`config.mk`:
```
export PLATFORM = sky130hd
export DESIGN_NAME = phy_basic_mode_control
export DESIGN_NICKNAME = d
export VERILOG_FILES = /design/src/hw/bmc_pkg.sv /design/src/hw/bmc_if.sv /design/src/hw/bmc_col_gen.sv /design/src/hw/bmc_dead_timer.sv /design/src/hw/phy_basic_mode_control.sv
export VERILOG_INCLUDE_DIRS = /design/src /design/src/hw
export SDC_FILE = /design/constraint.sdc
export NUM_CORES = 1
export LEC_CHECK = 0
export ABC_AREA = 1
export BUFFER_PORTS_ARGS = -buffer_cell sky130_fd_sc_hd__buf_2
export CORE_AREA = 2 2 113 115
export DETAILED_ROUTE_END_ITERATION = 12
export DIE_AREA = 0 0 115 117
export PLACE_DENSITY_LB_ADDON = 0.3
export SETUP_SLACK_MARGIN = 0.3
export SKIP_LAST_GASP = 1
export SLEW_MARGIN = 25
export SYNTH_ARGS = -nofsm -noshare
export SYNTH_HDL_FRONTEND = slang
export SYNTH_SLANG_ARGS = --single-unit
```
`constraint.sdc`:
```
create_clock -name I_CLOCK -period 3.8 [get_ports I_CLOCK]
set_clock_uncertainty 0.05 [all_clocks]
set_input_delay 0.19 -clock I_CLOCK [delete_from_list [all_inputs] [get_ports I_CLOCK]]
set_output_delay 0.19 -clock I_CLOCK [all_outputs]
set_load 0.01 [all_outputs]
```
`src/hw/bmc_regs.svh`:
```
// Register offsets, bit positions, reset values and timing counts.
`ifndef BMC_REGS_SVH
`define BMC_REGS_SVH

// ----------------------------------------------------------------------
// Register map
// ----------------------------------------------------------------------
`define BMC_ADDR_W          5
`define BMC_ADDR_CONTROL    5'h00
`define BMC_DATA_W          16
`define BMC_RESET_VALUE     16'h0000

// ----------------------------------------------------------------------
// Field positions
// ----------------------------------------------------------------------
`define BMC_BIT_SOFT_RESET  15
`define BMC_BIT_LOOPBACK    14
`define BMC_BIT_SPEED       13
`define BMC_BIT_AN_ENABLE   12
`define BMC_BIT_POWER_DOWN  11
`define BMC_BIT_ISOLATE     10
`define BMC_BIT_AN_RESTART  9
`define BMC_BIT_DUPLEX      8
`define BMC_BIT_COL_TEST    7
`define BMC_RSVD_W          7
`define BMC_RSVD_VALUE      7'h00

// ----------------------------------------------------------------------
// Timing
// ----------------------------------------------------------------------
`define BMC_CLK_PERIOD_NS   10
`define BMC_CLK_MHZ         100
`define BMC_DEAD_TIME_US    500
`define BMC_DEAD_CYCLES     (`BMC_DEAD_TIME_US * `BMC_CLK_MHZ)
`define BMC_BIT_NS_10M      100
`define BMC_BIT_CYCLES_10M  (`BMC_BIT_NS_10M / `BMC_CLK_PERIOD_NS)
`define BMC_COL_LIMIT_BITS  512
`define BMC_COL_ASSERT_BITS 16
`define BMC_STRAP_WAIT      2'h2

`endif

```
`src/hw/bmc_pkg.sv`:
```
// Types shared by the basic mode control block and its helpers.
package bmc_pkg;

  typedef enum logic [2:0] {
    COL_IDLE = 3'b001,
    COL_WAIT = 3'b010,
    COL_ON   = 3'b100
  } col_state_t;

  typedef struct packed {
    col_state_t state;
    logic [9:0] bits;
    logic       col;
  } col_gen_state_t;

  typedef struct packed {
    logic        busy;
    logic [15:0] count;
  } dead_state_t;

  typedef struct packed {
    logic        loopback;
    logic        speed;
    logic        an_enable;
    logic        power_down;
    logic        isolate;
    logic        an_restart;
    logic        duplex;
    logic        col_test;
    logic [1:0]  strap_wait;
    logic        strap_done;
    logic [2:0]  strap_meta;
    logic [2:0]  strap_sync;
    logic        pd_meta;
    logic        pd_sync_n;
    logic [3:0]  bit_div;
    logic        bit_tick;
    logic        dead_start;
    logic [15:0] rdata;
    logic        o_speed;
    logic        o_duplex;
    logic        o_power_down;
    logic [3:0]  o_rxd;
    logic        o_rx_dv;
    logic        o_col;
    logic        o_mii_enable;
  } ctrl_state_t;

endpackage

```
`src/hw/bmc_if.sv`:
```
// Signals between the control block and its two helper modules.
`timescale 1ns/1ps
interface bmc_if;
  logic bit_tick;
  logic tx_en;
  logic col_test;
  logic col;
  logic dead_start;
  logic dead_busy;

  modport ctrl    (output bit_tick, tx_en, col_test, dead_start,
                   input  col, dead_busy);
  modport col_gen (input  bit_tick, tx_en, col_test,
                   output col);
  modport dead    (input  dead_start,
                   output dead_busy);
endinterface

```
`src/hw/bmc_col_gen.sv`:
```
// Collision test generator: raises COL while TX_EN is held in test mode.
`timescale 1ns/1ps
`include "bmc_regs.svh"
module bmc_col_gen (
  // Clock and reset
  input  wire logic i_clk,
  input  wire logic i_rst_n,
  // Link to control block
  bmc_if.col_gen    lnk
);
  import bmc_pkg::*;

  col_gen_state_t st;
  col_gen_state_t next_st;

  assign lnk.col = st.col;

  // COL rises a fixed number of bit times after TX_EN, well inside 512.
  always_comb begin
    next_st = st;
    case (st.state)
      COL_IDLE: begin
        next_st.col  = 1'b0;
        next_st.bits = 10'h000;
        if (lnk.tx_en && lnk.col_test) begin
          next_st.state = COL_WAIT;
        end
      end
      COL_WAIT: begin
        if (!lnk.tx_en || !lnk.col_test) begin
          next_st.state = COL_IDLE;
        end else if (lnk.bit_tick) begin
          next_st.bits = st.bits + 10'h001;
          if (st.bits == 10'(`BMC_COL_ASSERT_BITS - 1)) begin
            next_st.state = COL_ON;
            next_st.col   = 1'b1;
          end
        end
      end
      COL_ON: begin
        if (!lnk.tx_en || !lnk.col_test) begin
          next_st.state = COL_IDLE;
          next_st.col   = 1'b0;
        end
      end
      default: begin
        next_st.state = COL_IDLE;
        next_st.col   = 1'b0;
      end
    endcase
  end

  always_ff @(posedge i_clk or negedge i_rst_n) begin
    if (!i_rst_n) begin
      st <= '{state: COL_IDLE, bits: 10'h000, col: 1'b0};
    end else begin
      st <= next_st;
    end
  end
endmodule

```
`src/hw/bmc_dead_timer.sv`:
```
// Receive dead-time timer started when loopback is switched on.
`timescale 1ns/1ps
`include "bmc_regs.svh"
module bmc_dead_timer #(
  parameter int DEAD_CYCLES = `BMC_DEAD_CYCLES
) (
  // Clock and reset
  input  wire logic i_clk,
  input  wire logic i_rst_n,
  // Link to control block
  bmc_if.dead       lnk
);
  import bmc_pkg::*;

  dead_state_t st;
  dead_state_t next_st;

  assign lnk.dead_busy = st.busy;

  always_comb begin
    next_st = st;
    if (lnk.dead_start) begin
      next_st.busy  = 1'b1;
      next_st.count = 16'(DEAD_CYCLES - 1);
    end else if (st.busy) begin
      if (st.count == 16'h0000) begin
        next_st.busy = 1'b0;
      end else begin
        next_st.count = st.count - 16'h0001;
      end
    end
  end

  always_ff @(posedge i_clk or negedge i_rst_n) begin
    if (!i_rst_n) begin
      st <= '{busy: 1'b0, count: 16'h0000};
    end else begin
      st <= next_st;
    end
  end
endmodule

```
`src/hw/phy_basic_mode_control.sv`:
```
// Basic mode control register of a 10/100 transceiver and its effects.
//
// Chosen here: the address-and-strobe port.
`timescale 1ns/1ps
`include "bmc_regs.svh"
module phy_basic_mode_control #(
  parameter int DEAD_CYCLES = `BMC_DEAD_CYCLES
) (
  // Clock and reset
  input  wire logic        I_CLOCK,
  input  wire logic        I_RST_N,

  // Register port
  input  wire logic [4:0]  I_ADDR,
  input  wire logic [15:0] I_WDATA,
  input  wire logic        I_WR,
  input  wire logic        I_RD,
  output logic      [15:0] O_RDATA,

  // Strap and power-down pins
  input  wire logic        I_STRAP_SPEED,
  input  wire logic        I_STRAP_AN_ENABLE,
  input  wire logic        I_STRAP_DUPLEX,
  input  wire logic        I_EXTERNAL_POWER_DOWN_INPUT_N,

  // Auto-negotiation engine
  input  wire logic        I_AN_STARTED,
  input  wire logic        I_AN_SPEED_100,
  input  wire logic        I_AN_FULL_DUPLEX,
  output logic             O_AN_ENABLE,
  output logic             O_AN_RESTART,

  // Operating mode
  output logic             O_SPEED_100,
  output logic             O_FULL_DUPLEX,
  output logic             O_POWER_DOWN,
  output logic             O_ISOLATE,
  output logic             O_LOOPBACK,

  // MII from the MAC and line side
  input  wire logic        I_TX_EN,
  input  wire logic [3:0]  I_TXD,
  input  wire logic [3:0]  I_LINE_RXD,
  input  wire logic        I_LINE_RX_DV,
  input  wire logic        I_LINE_COL,
  output logic      [3:0]  O_RXD,
  output logic             O_RX_DV,
  output logic             O_COL,
  output logic             O_MII_ENABLE
);
  import bmc_pkg::*;

  // --------------------------------------------------------------------
  // State and helpers
  // --------------------------------------------------------------------
  ctrl_state_t st;
  ctrl_state_t next_st;
  bmc_if       lnk ();

  logic        wr_hit;
  logic        rd_hit;
  logic        pin_down;
  logic        rx_blank;

  // Only the control word is mapped; other addresses are ignored.
  // The pin is read only after its second synchroniser stage.
  assign wr_hit   = I_WR && (I_ADDR == `BMC_ADDR_CONTROL);
  assign rd_hit   = I_RD && (I_ADDR == `BMC_ADDR_CONTROL);
  assign pin_down = !st.pd_sync_n;

  // Collision test is held off while the MII is cut off.
  // The generator sees transmit enable on the same clock.
  assign lnk.bit_tick   = st.bit_tick;
  assign lnk.tx_en      = I_TX_EN;
  assign lnk.col_test   = st.col_test && !st.power_down && !st.isolate;
  assign lnk.dead_start = st.dead_start;

  bmc_col_gen u_col_gen (
    .i_clk   (I_CLOCK),
    .i_rst_n (I_RST_N),
    .lnk     (lnk.col_gen)
  );

  bmc_dead_timer #(
    .DEAD_CYCLES (DEAD_CYCLES)
  ) u_dead_timer (
    .i_clk   (I_CLOCK),
    .i_rst_n (I_RST_N),
    .lnk     (lnk.dead)
  );

  // --------------------------------------------------------------------
  // Next state
  // --------------------------------------------------------------------
  always_comb begin
    next_st            = st;
    next_st.dead_start = 1'b0;

    // ------------------------------------------------------------------
    // Synchronisers
    // ------------------------------------------------------------------
    // Pins cross into the clock domain through two flip-flops.
    next_st.strap_meta = {I_STRAP_SPEED, I_STRAP_AN_ENABLE, I_STRAP_DUPLEX};
    next_st.strap_sync = st.strap_meta;
    next_st.pd_meta    = I_EXTERNAL_POWER_DOWN_INPUT_N;
    next_st.pd_sync_n  = st.pd_meta;

    // ------------------------------------------------------------------
    // Bit-time divider
    // ------------------------------------------------------------------
    // Bit-time enable: every cycle at 100 Mb/s, every tenth at 10 Mb/s.
    if (st.o_speed || st.bit_div == 4'(`BMC_BIT_CYCLES_10M - 1)) begin
      next_st.bit_div  = 4'h0;
      next_st.bit_tick = 1'b1;
    end else begin
      next_st.bit_div  = st.bit_div + 4'h1;
      next_st.bit_tick = 1'b0;
    end

    // ------------------------------------------------------------------
    // Register write
    // ------------------------------------------------------------------
    // Reserved bits 6..0 and bit 15 are dropped.
    // A restart is only accepted together with negotiation enabled.
    if (wr_hit) begin
      next_st.loopback   = I_WDATA[`BMC_BIT_LOOPBACK];
      next_st.speed      = I_WDATA[`BMC_BIT_SPEED];
      next_st.an_enable  = I_WDATA[`BMC_BIT_AN_ENABLE];
      next_st.power_down = I_WDATA[`BMC_BIT_POWER_DOWN];
      next_st.isolate    = I_WDATA[`BMC_BIT_ISOLATE];
      next_st.duplex     = I_WDATA[`BMC_BIT_DUPLEX];
      next_st.col_test   = I_WDATA[`BMC_BIT_COL_TEST];
      if (!I_WDATA[`BMC_BIT_AN_ENABLE]) begin
        next_st.an_restart = 1'b0;
      end else if (I_WDATA[`BMC_BIT_AN_RESTART]) begin
        next_st.an_restart = 1'b1;
      end
      // A zero written to the restart bit changes nothing.
      if (I_WDATA[`BMC_BIT_LOOPBACK] && !st.loopback) begin
        next_st.dead_start = 1'b1;
      end
    end

    // ------------------------------------------------------------------
    // Restart handshake
    // ------------------------------------------------------------------
    // Restart self-clears once the engine reports it has started.
    // A new request in the same cycle wins over the start report.
    if (I_AN_STARTED && st.an_restart &&
        !(wr_hit && I_WDATA[`BMC_BIT_AN_RESTART])) begin
      next_st.an_restart = 1'b0;
    end

    // ------------------------------------------------------------------
    // External power down
    // ------------------------------------------------------------------
    // The external pin sets the bit and wins over a write of zero.
    if (pin_down) begin
      next_st.power_down = 1'b1;
    end

    // ------------------------------------------------------------------
    // Strap capture
    // ------------------------------------------------------------------
    // Strap values are taken once the synchronisers have settled.
    if (!st.strap_done) begin
      if (st.strap_wait == `BMC_STRAP_WAIT) begin
        next_st.strap_done = 1'b1;
        next_st.speed      = st.strap_sync[2];
        next_st.an_enable  = st.strap_sync[1];
        next_st.duplex     = st.strap_sync[0];
      end else begin
        next_st.strap_wait = st.strap_wait + 2'h1;
      end
    end

    // ------------------------------------------------------------------
    // Read data
    // ------------------------------------------------------------------
    // Read data stands for one cycle only.
    if (rd_hit) begin
      next_st.rdata = {1'b0,
                       st.loopback,
                       st.speed,
                       st.an_enable,
                       st.power_down,
                       st.isolate,
                       st.an_restart,
                       st.duplex,
                       st.col_test,
                       `BMC_RSVD_VALUE};
    end else begin
      next_st.rdata = 16'h0000;
    end

    // ------------------------------------------------------------------
    // Operating mode
    // ------------------------------------------------------------------
    // Operating mode from negotiation result or from the register.
    if (next_st.an_enable) begin
      next_st.o_speed  = I_AN_SPEED_100;
      next_st.o_duplex = I_AN_FULL_DUPLEX;
    end else begin
      next_st.o_speed  = next_st.speed;
      next_st.o_duplex = next_st.duplex;
    end

    next_st.o_power_down = next_st.power_down || pin_down;
    next_st.o_mii_enable = !next_st.isolate && !next_st.o_power_down;

    // ------------------------------------------------------------------
    // Receive path
    // ------------------------------------------------------------------
    // Loopback replaces line data, blanked when cut off.
    // Valid is also held off in the two cycles before the timer runs.
    rx_blank = lnk.dead_busy || st.dead_start || next_st.dead_start;
    if (!next_st.o_mii_enable) begin
      next_st.o_rxd   = 4'h0;
      next_st.o_rx_dv = 1'b0;
      next_st.o_col   = 1'b0;
    end else begin
      if (st.loopback) begin
        next_st.o_rxd   = I_TXD;
        next_st.o_rx_dv = I_TX_EN && !rx_blank;
      end else begin
        next_st.o_rxd   = I_LINE_RXD;
        next_st.o_rx_dv = I_LINE_RX_DV && !rx_blank;
      end
      if (st.col_test) begin
        next_st.o_col = lnk.col;
      end else begin
        next_st.o_col = I_LINE_COL && !st.loopback;
      end
    end
  end

  // --------------------------------------------------------------------
  // State register
  // --------------------------------------------------------------------
  always_ff @(posedge I_CLOCK or negedge I_RST_N) begin
    if (!I_RST_N) begin
      // The power-down pin synchronisers start at its idle level; strap ones at zero.
      st <= '0;
      st.pd_meta      <= 1'b1;
      st.pd_sync_n    <= 1'b1;
      st.o_mii_enable <= 1'b1;
    end else begin
      st <= next_st;
    end
  end

  // --------------------------------------------------------------------
  // Outputs
  // --------------------------------------------------------------------
  assign O_RDATA       = st.rdata;
  assign O_AN_ENABLE   = st.an_enable;
  assign O_AN_RESTART  = st.an_restart;
  assign O_SPEED_100   = st.o_speed;
  assign O_FULL_DUPLEX = st.o_duplex;
  assign O_POWER_DOWN  = st.o_power_down;
  assign O_ISOLATE     = st.isolate;
  assign O_LOOPBACK    = st.loopback;
  assign O_RXD         = st.o_rxd;
  assign O_RX_DV       = st.o_rx_dv;
  assign O_COL         = st.o_col;
  assign O_MII_ENABLE  = st.o_mii_enable;
endmodule

```
==> qor.csv <==
stage,metric,value,unit
sta,unrepaired setup endpoints after global routing,false,
logic_synthesis,Synth Warn #,0,
grt,GR Overflow Total,0,
logic_synthesis,Synth top cells by count,"101 x nand2_1, 74 x nor2_1, 69 x dfrtp_1",
final_layout,multi-input logic area,1479,um^2
clock_network,CTS tree,built,
placement,RD Place Congestion,0.8621,
logic_synthesis,share of the synthesized area in the top cell type,0.4659,
power,leakage power,0.002400,uW
drt,Routed wire per std cell,11.23,um
logic_synthesis,Yosys reg bits,73,
final_layout,Non-Filler Instances,664,
grt,vias in the first global route,2869,
logic_synthesis,Main synth FF type,dfrtp_1,
clock_network,TritonCTS Buffers,9,
clock_network,Post-CTS Setup Bufs,0,
run,Max-Cap Viols,0,
logic_synthesis,number of flops mapped to enable cells by yosys,0,
drt,"antenna viol nets, final",0,
floorplan,Die Y,117,um
logic_synthesis,Mapped Area,3706,um^2
floorplan,Site Rows,41,
worst_setup_path,CP Launch Type,flop,
power,pwr dens,442.5,nW/um^2
sta,Setup Viol. Count Final,0,
worst_setup_path,Arrival @ worst endpoint,1.78,ns
logic_synthesis,"Seq/Total Area, Yosys",0.4943,
clock_network,Max Buffers Root-to-Sink,2,
final_layout,Fill cells,1288,
worst_setup_path,worst reg-to-reg setup slack,2.18,ns
clock_network,Clock Pin Slew Worst Setup and Hold Paths,0.06,ns
sta,slew of the pin with the lowest slew margin,0.6730,ns
clock_network,htree depth,3,
grt,largest net degree at the start of global routing,74,
final_layout,register area,1832,um^2
sta,Final Cycle Share,0.4257,
sta,Fmax achieved,618.2,MHz
drt,drt first pass iters,4,
grt,initial antenna violation count,0,
sta,Max transition margin,0.5513,
clock_network,clock latency on the worst-skew pair,0.33,ns
worst_setup_path,critical path type,flop to flop,
drt,Post-Route WL,7.458,mm
final_layout,layout cell share with drive strength beyond 1,0.2062,
sta,Final Hold Violating Endpoints,0,
floorplan,die area,13460,um^2
worst_setup_path,Crit path required time,3.97,ns
placement,Post-DP Area,4033,um^2
sta,Slew Limit Fails,0,
final_layout,final net count,557,
logic_synthesis,largest area contributor in the netlist,dfrtp_1,
final_layout,Ant. Diodes,0,
logic_synthesis,asr flop ratio synth,1.000,
logic_synthesis,"count leader, synth",nand2_1,
placement,# port buffers,56,
logic_synthesis,"Distinct cells, synth",39,
power,Tot Pwr,1934,uW
sta,minimum clock period,1.618,ns
logic_synthesis,Post-Syn Area per Cell,8.181,um^2
drt,vias per std cell,4.431,
worst_setup_path,CP max FO,10,
placement,Detail Placement HPWL,5.415,mm
grt,Total GRT Usage,0.1215,
drt,Vias,2942,
drt,drt drc,0,
final_layout,Layout Area Growth over Synthesis,17.89,%
floorplan,core area,12310,um^2
clock_network,CTS sink count,73,
floorplan,die width,115,um
floorplan,# IOs,73,
logic_synthesis,"top cells by area, synth","dfrtp_1 47%, nand2_1 10%, nor2_1 7.5%",
final_layout,final instance area,4369,um^2
drt,initial DRC count,203,
worst_setup_path,CP Capture Type,flop,
floorplan,initial core utilization,0.3010,
clock_network,Clock Tree Root,clkbuf_16,
run_status,outcome,"finished, final reports clean",
grt,first-pass GRT wire length,12.83,mm
power,VDD IR max,0.2609,mV
placement,Placed Cells,643,
logic_synthesis,Synth Instances,453,
sta,setup_tns,0,ns
min_path,Worst Hold Class,input pin to flop,
## registers in the layout, summed over array words and instances, names as in the netlist, 4 cells and up
name             cells
st                  14
u_dead_timer.st     16
next_st              4
u_col_gen.st        13
O_RDATA              8
O_RXD                4
## routing by layer
| layer | GRT usage | wire, um |
|---|---|---|
| met1 | 0.1462 | 3461 |
| met2 | 0.2067 | 3548 |
| met3 | 0.03347 | 344 |
| met4 | 0.04980 | 104 |
| met5 | 0 | 0 |
## worst max-delay path, cell delays in order (launching register included)
cell and delay, ns:
dfrtp_1 0.40, inv_1 0.09, ha_1 0.20, nand2_1 0.11, inv_1 0.12, nand3_4 0.15
nand2_4 0.18, inv_4 0.07, nand2_1 0.08, o21ai_2 0.05
## cell type report
class / count / share of cell area
multi-input cells: 299 / 0.3385
flip-flops and latches: 73 / 0.4192
inverters: 65 / 0.05756
well taps: 150 / 0.04296
clock inverters: 5 / 0.009164
clock buffers: 11 / 0.05556
repair buffers: 61 / 0.07703
## cells by family (layout without fill, tap and decap cells)
group,Yosys count,after routing,share of synthesized area
compound gates,38,38,0.06516
xor+xnor,7,7,0.01654
fa+ha+maj,5,5,0.01688
buf+inv,88,142,0.1138
flops,73,73,0.4943
mux,4,4,0.01080
other cells,1,8,0.001012
simple gates,237,237,0.2816
## what timing repair did
action,CTS,global route
hold buffers,4,1
resized for setup,0,0
hold endpoints to repair,4,69
setup endpoints to repair,0,0
## placed cells by master, fill, tap and decap left out, types with 7 or more instances in the layout
cell type	netlist	final
a21oi_1	10	10
buf_2	1	55
clkbuf_16	0	9
conb_1	1	8
dfrtp_1	69	69
inv_1	57	57
nand2_1	101	101
nand3_1	39	39
nor2_1	74	74
o21ai_0	13	13
o21ai_2	7	7
## final timing paths
kind / startpoint / endpoint / depth (start not counted)
worst max-delay path: u_dead_timer.st[0] / u_dead_timer.st[4] / 9
worst min-delay path: I_WDATA[7] / st[43] / 3
worst max register to register: u_dead_timer.st[0] / u_dead_timer.st[4] / 9
worst min register to register: next_st[36] / st[36] / 0
max in group asynchronous: I_RST_N / O_FULL_DUPLEX / 2
min in group asynchronous: I_RST_N / u_dead_timer.st[9] / 2
## power breakdown
part           internal (uW)  switching (uW)
Combinational           95.7             173
Clock                    463             322
Sequential               834            46.1
## metrics by stage
stage	setup WS, ns	util	hold slack [ns]
2_1_floorplan	2.365	-	-0.1556
3_3_place_gp	2.213	0.3275	0.2445
4_1_cts	2.169	0.3538	0.001603
6_report	2.182	0.3549	0.02571
5_1_grt	2.054	0.3549	0.05177
3_5_place_dp	2.190	0.3275	0.2495
No activity file was read; power rests on OpenSTA's default activity.
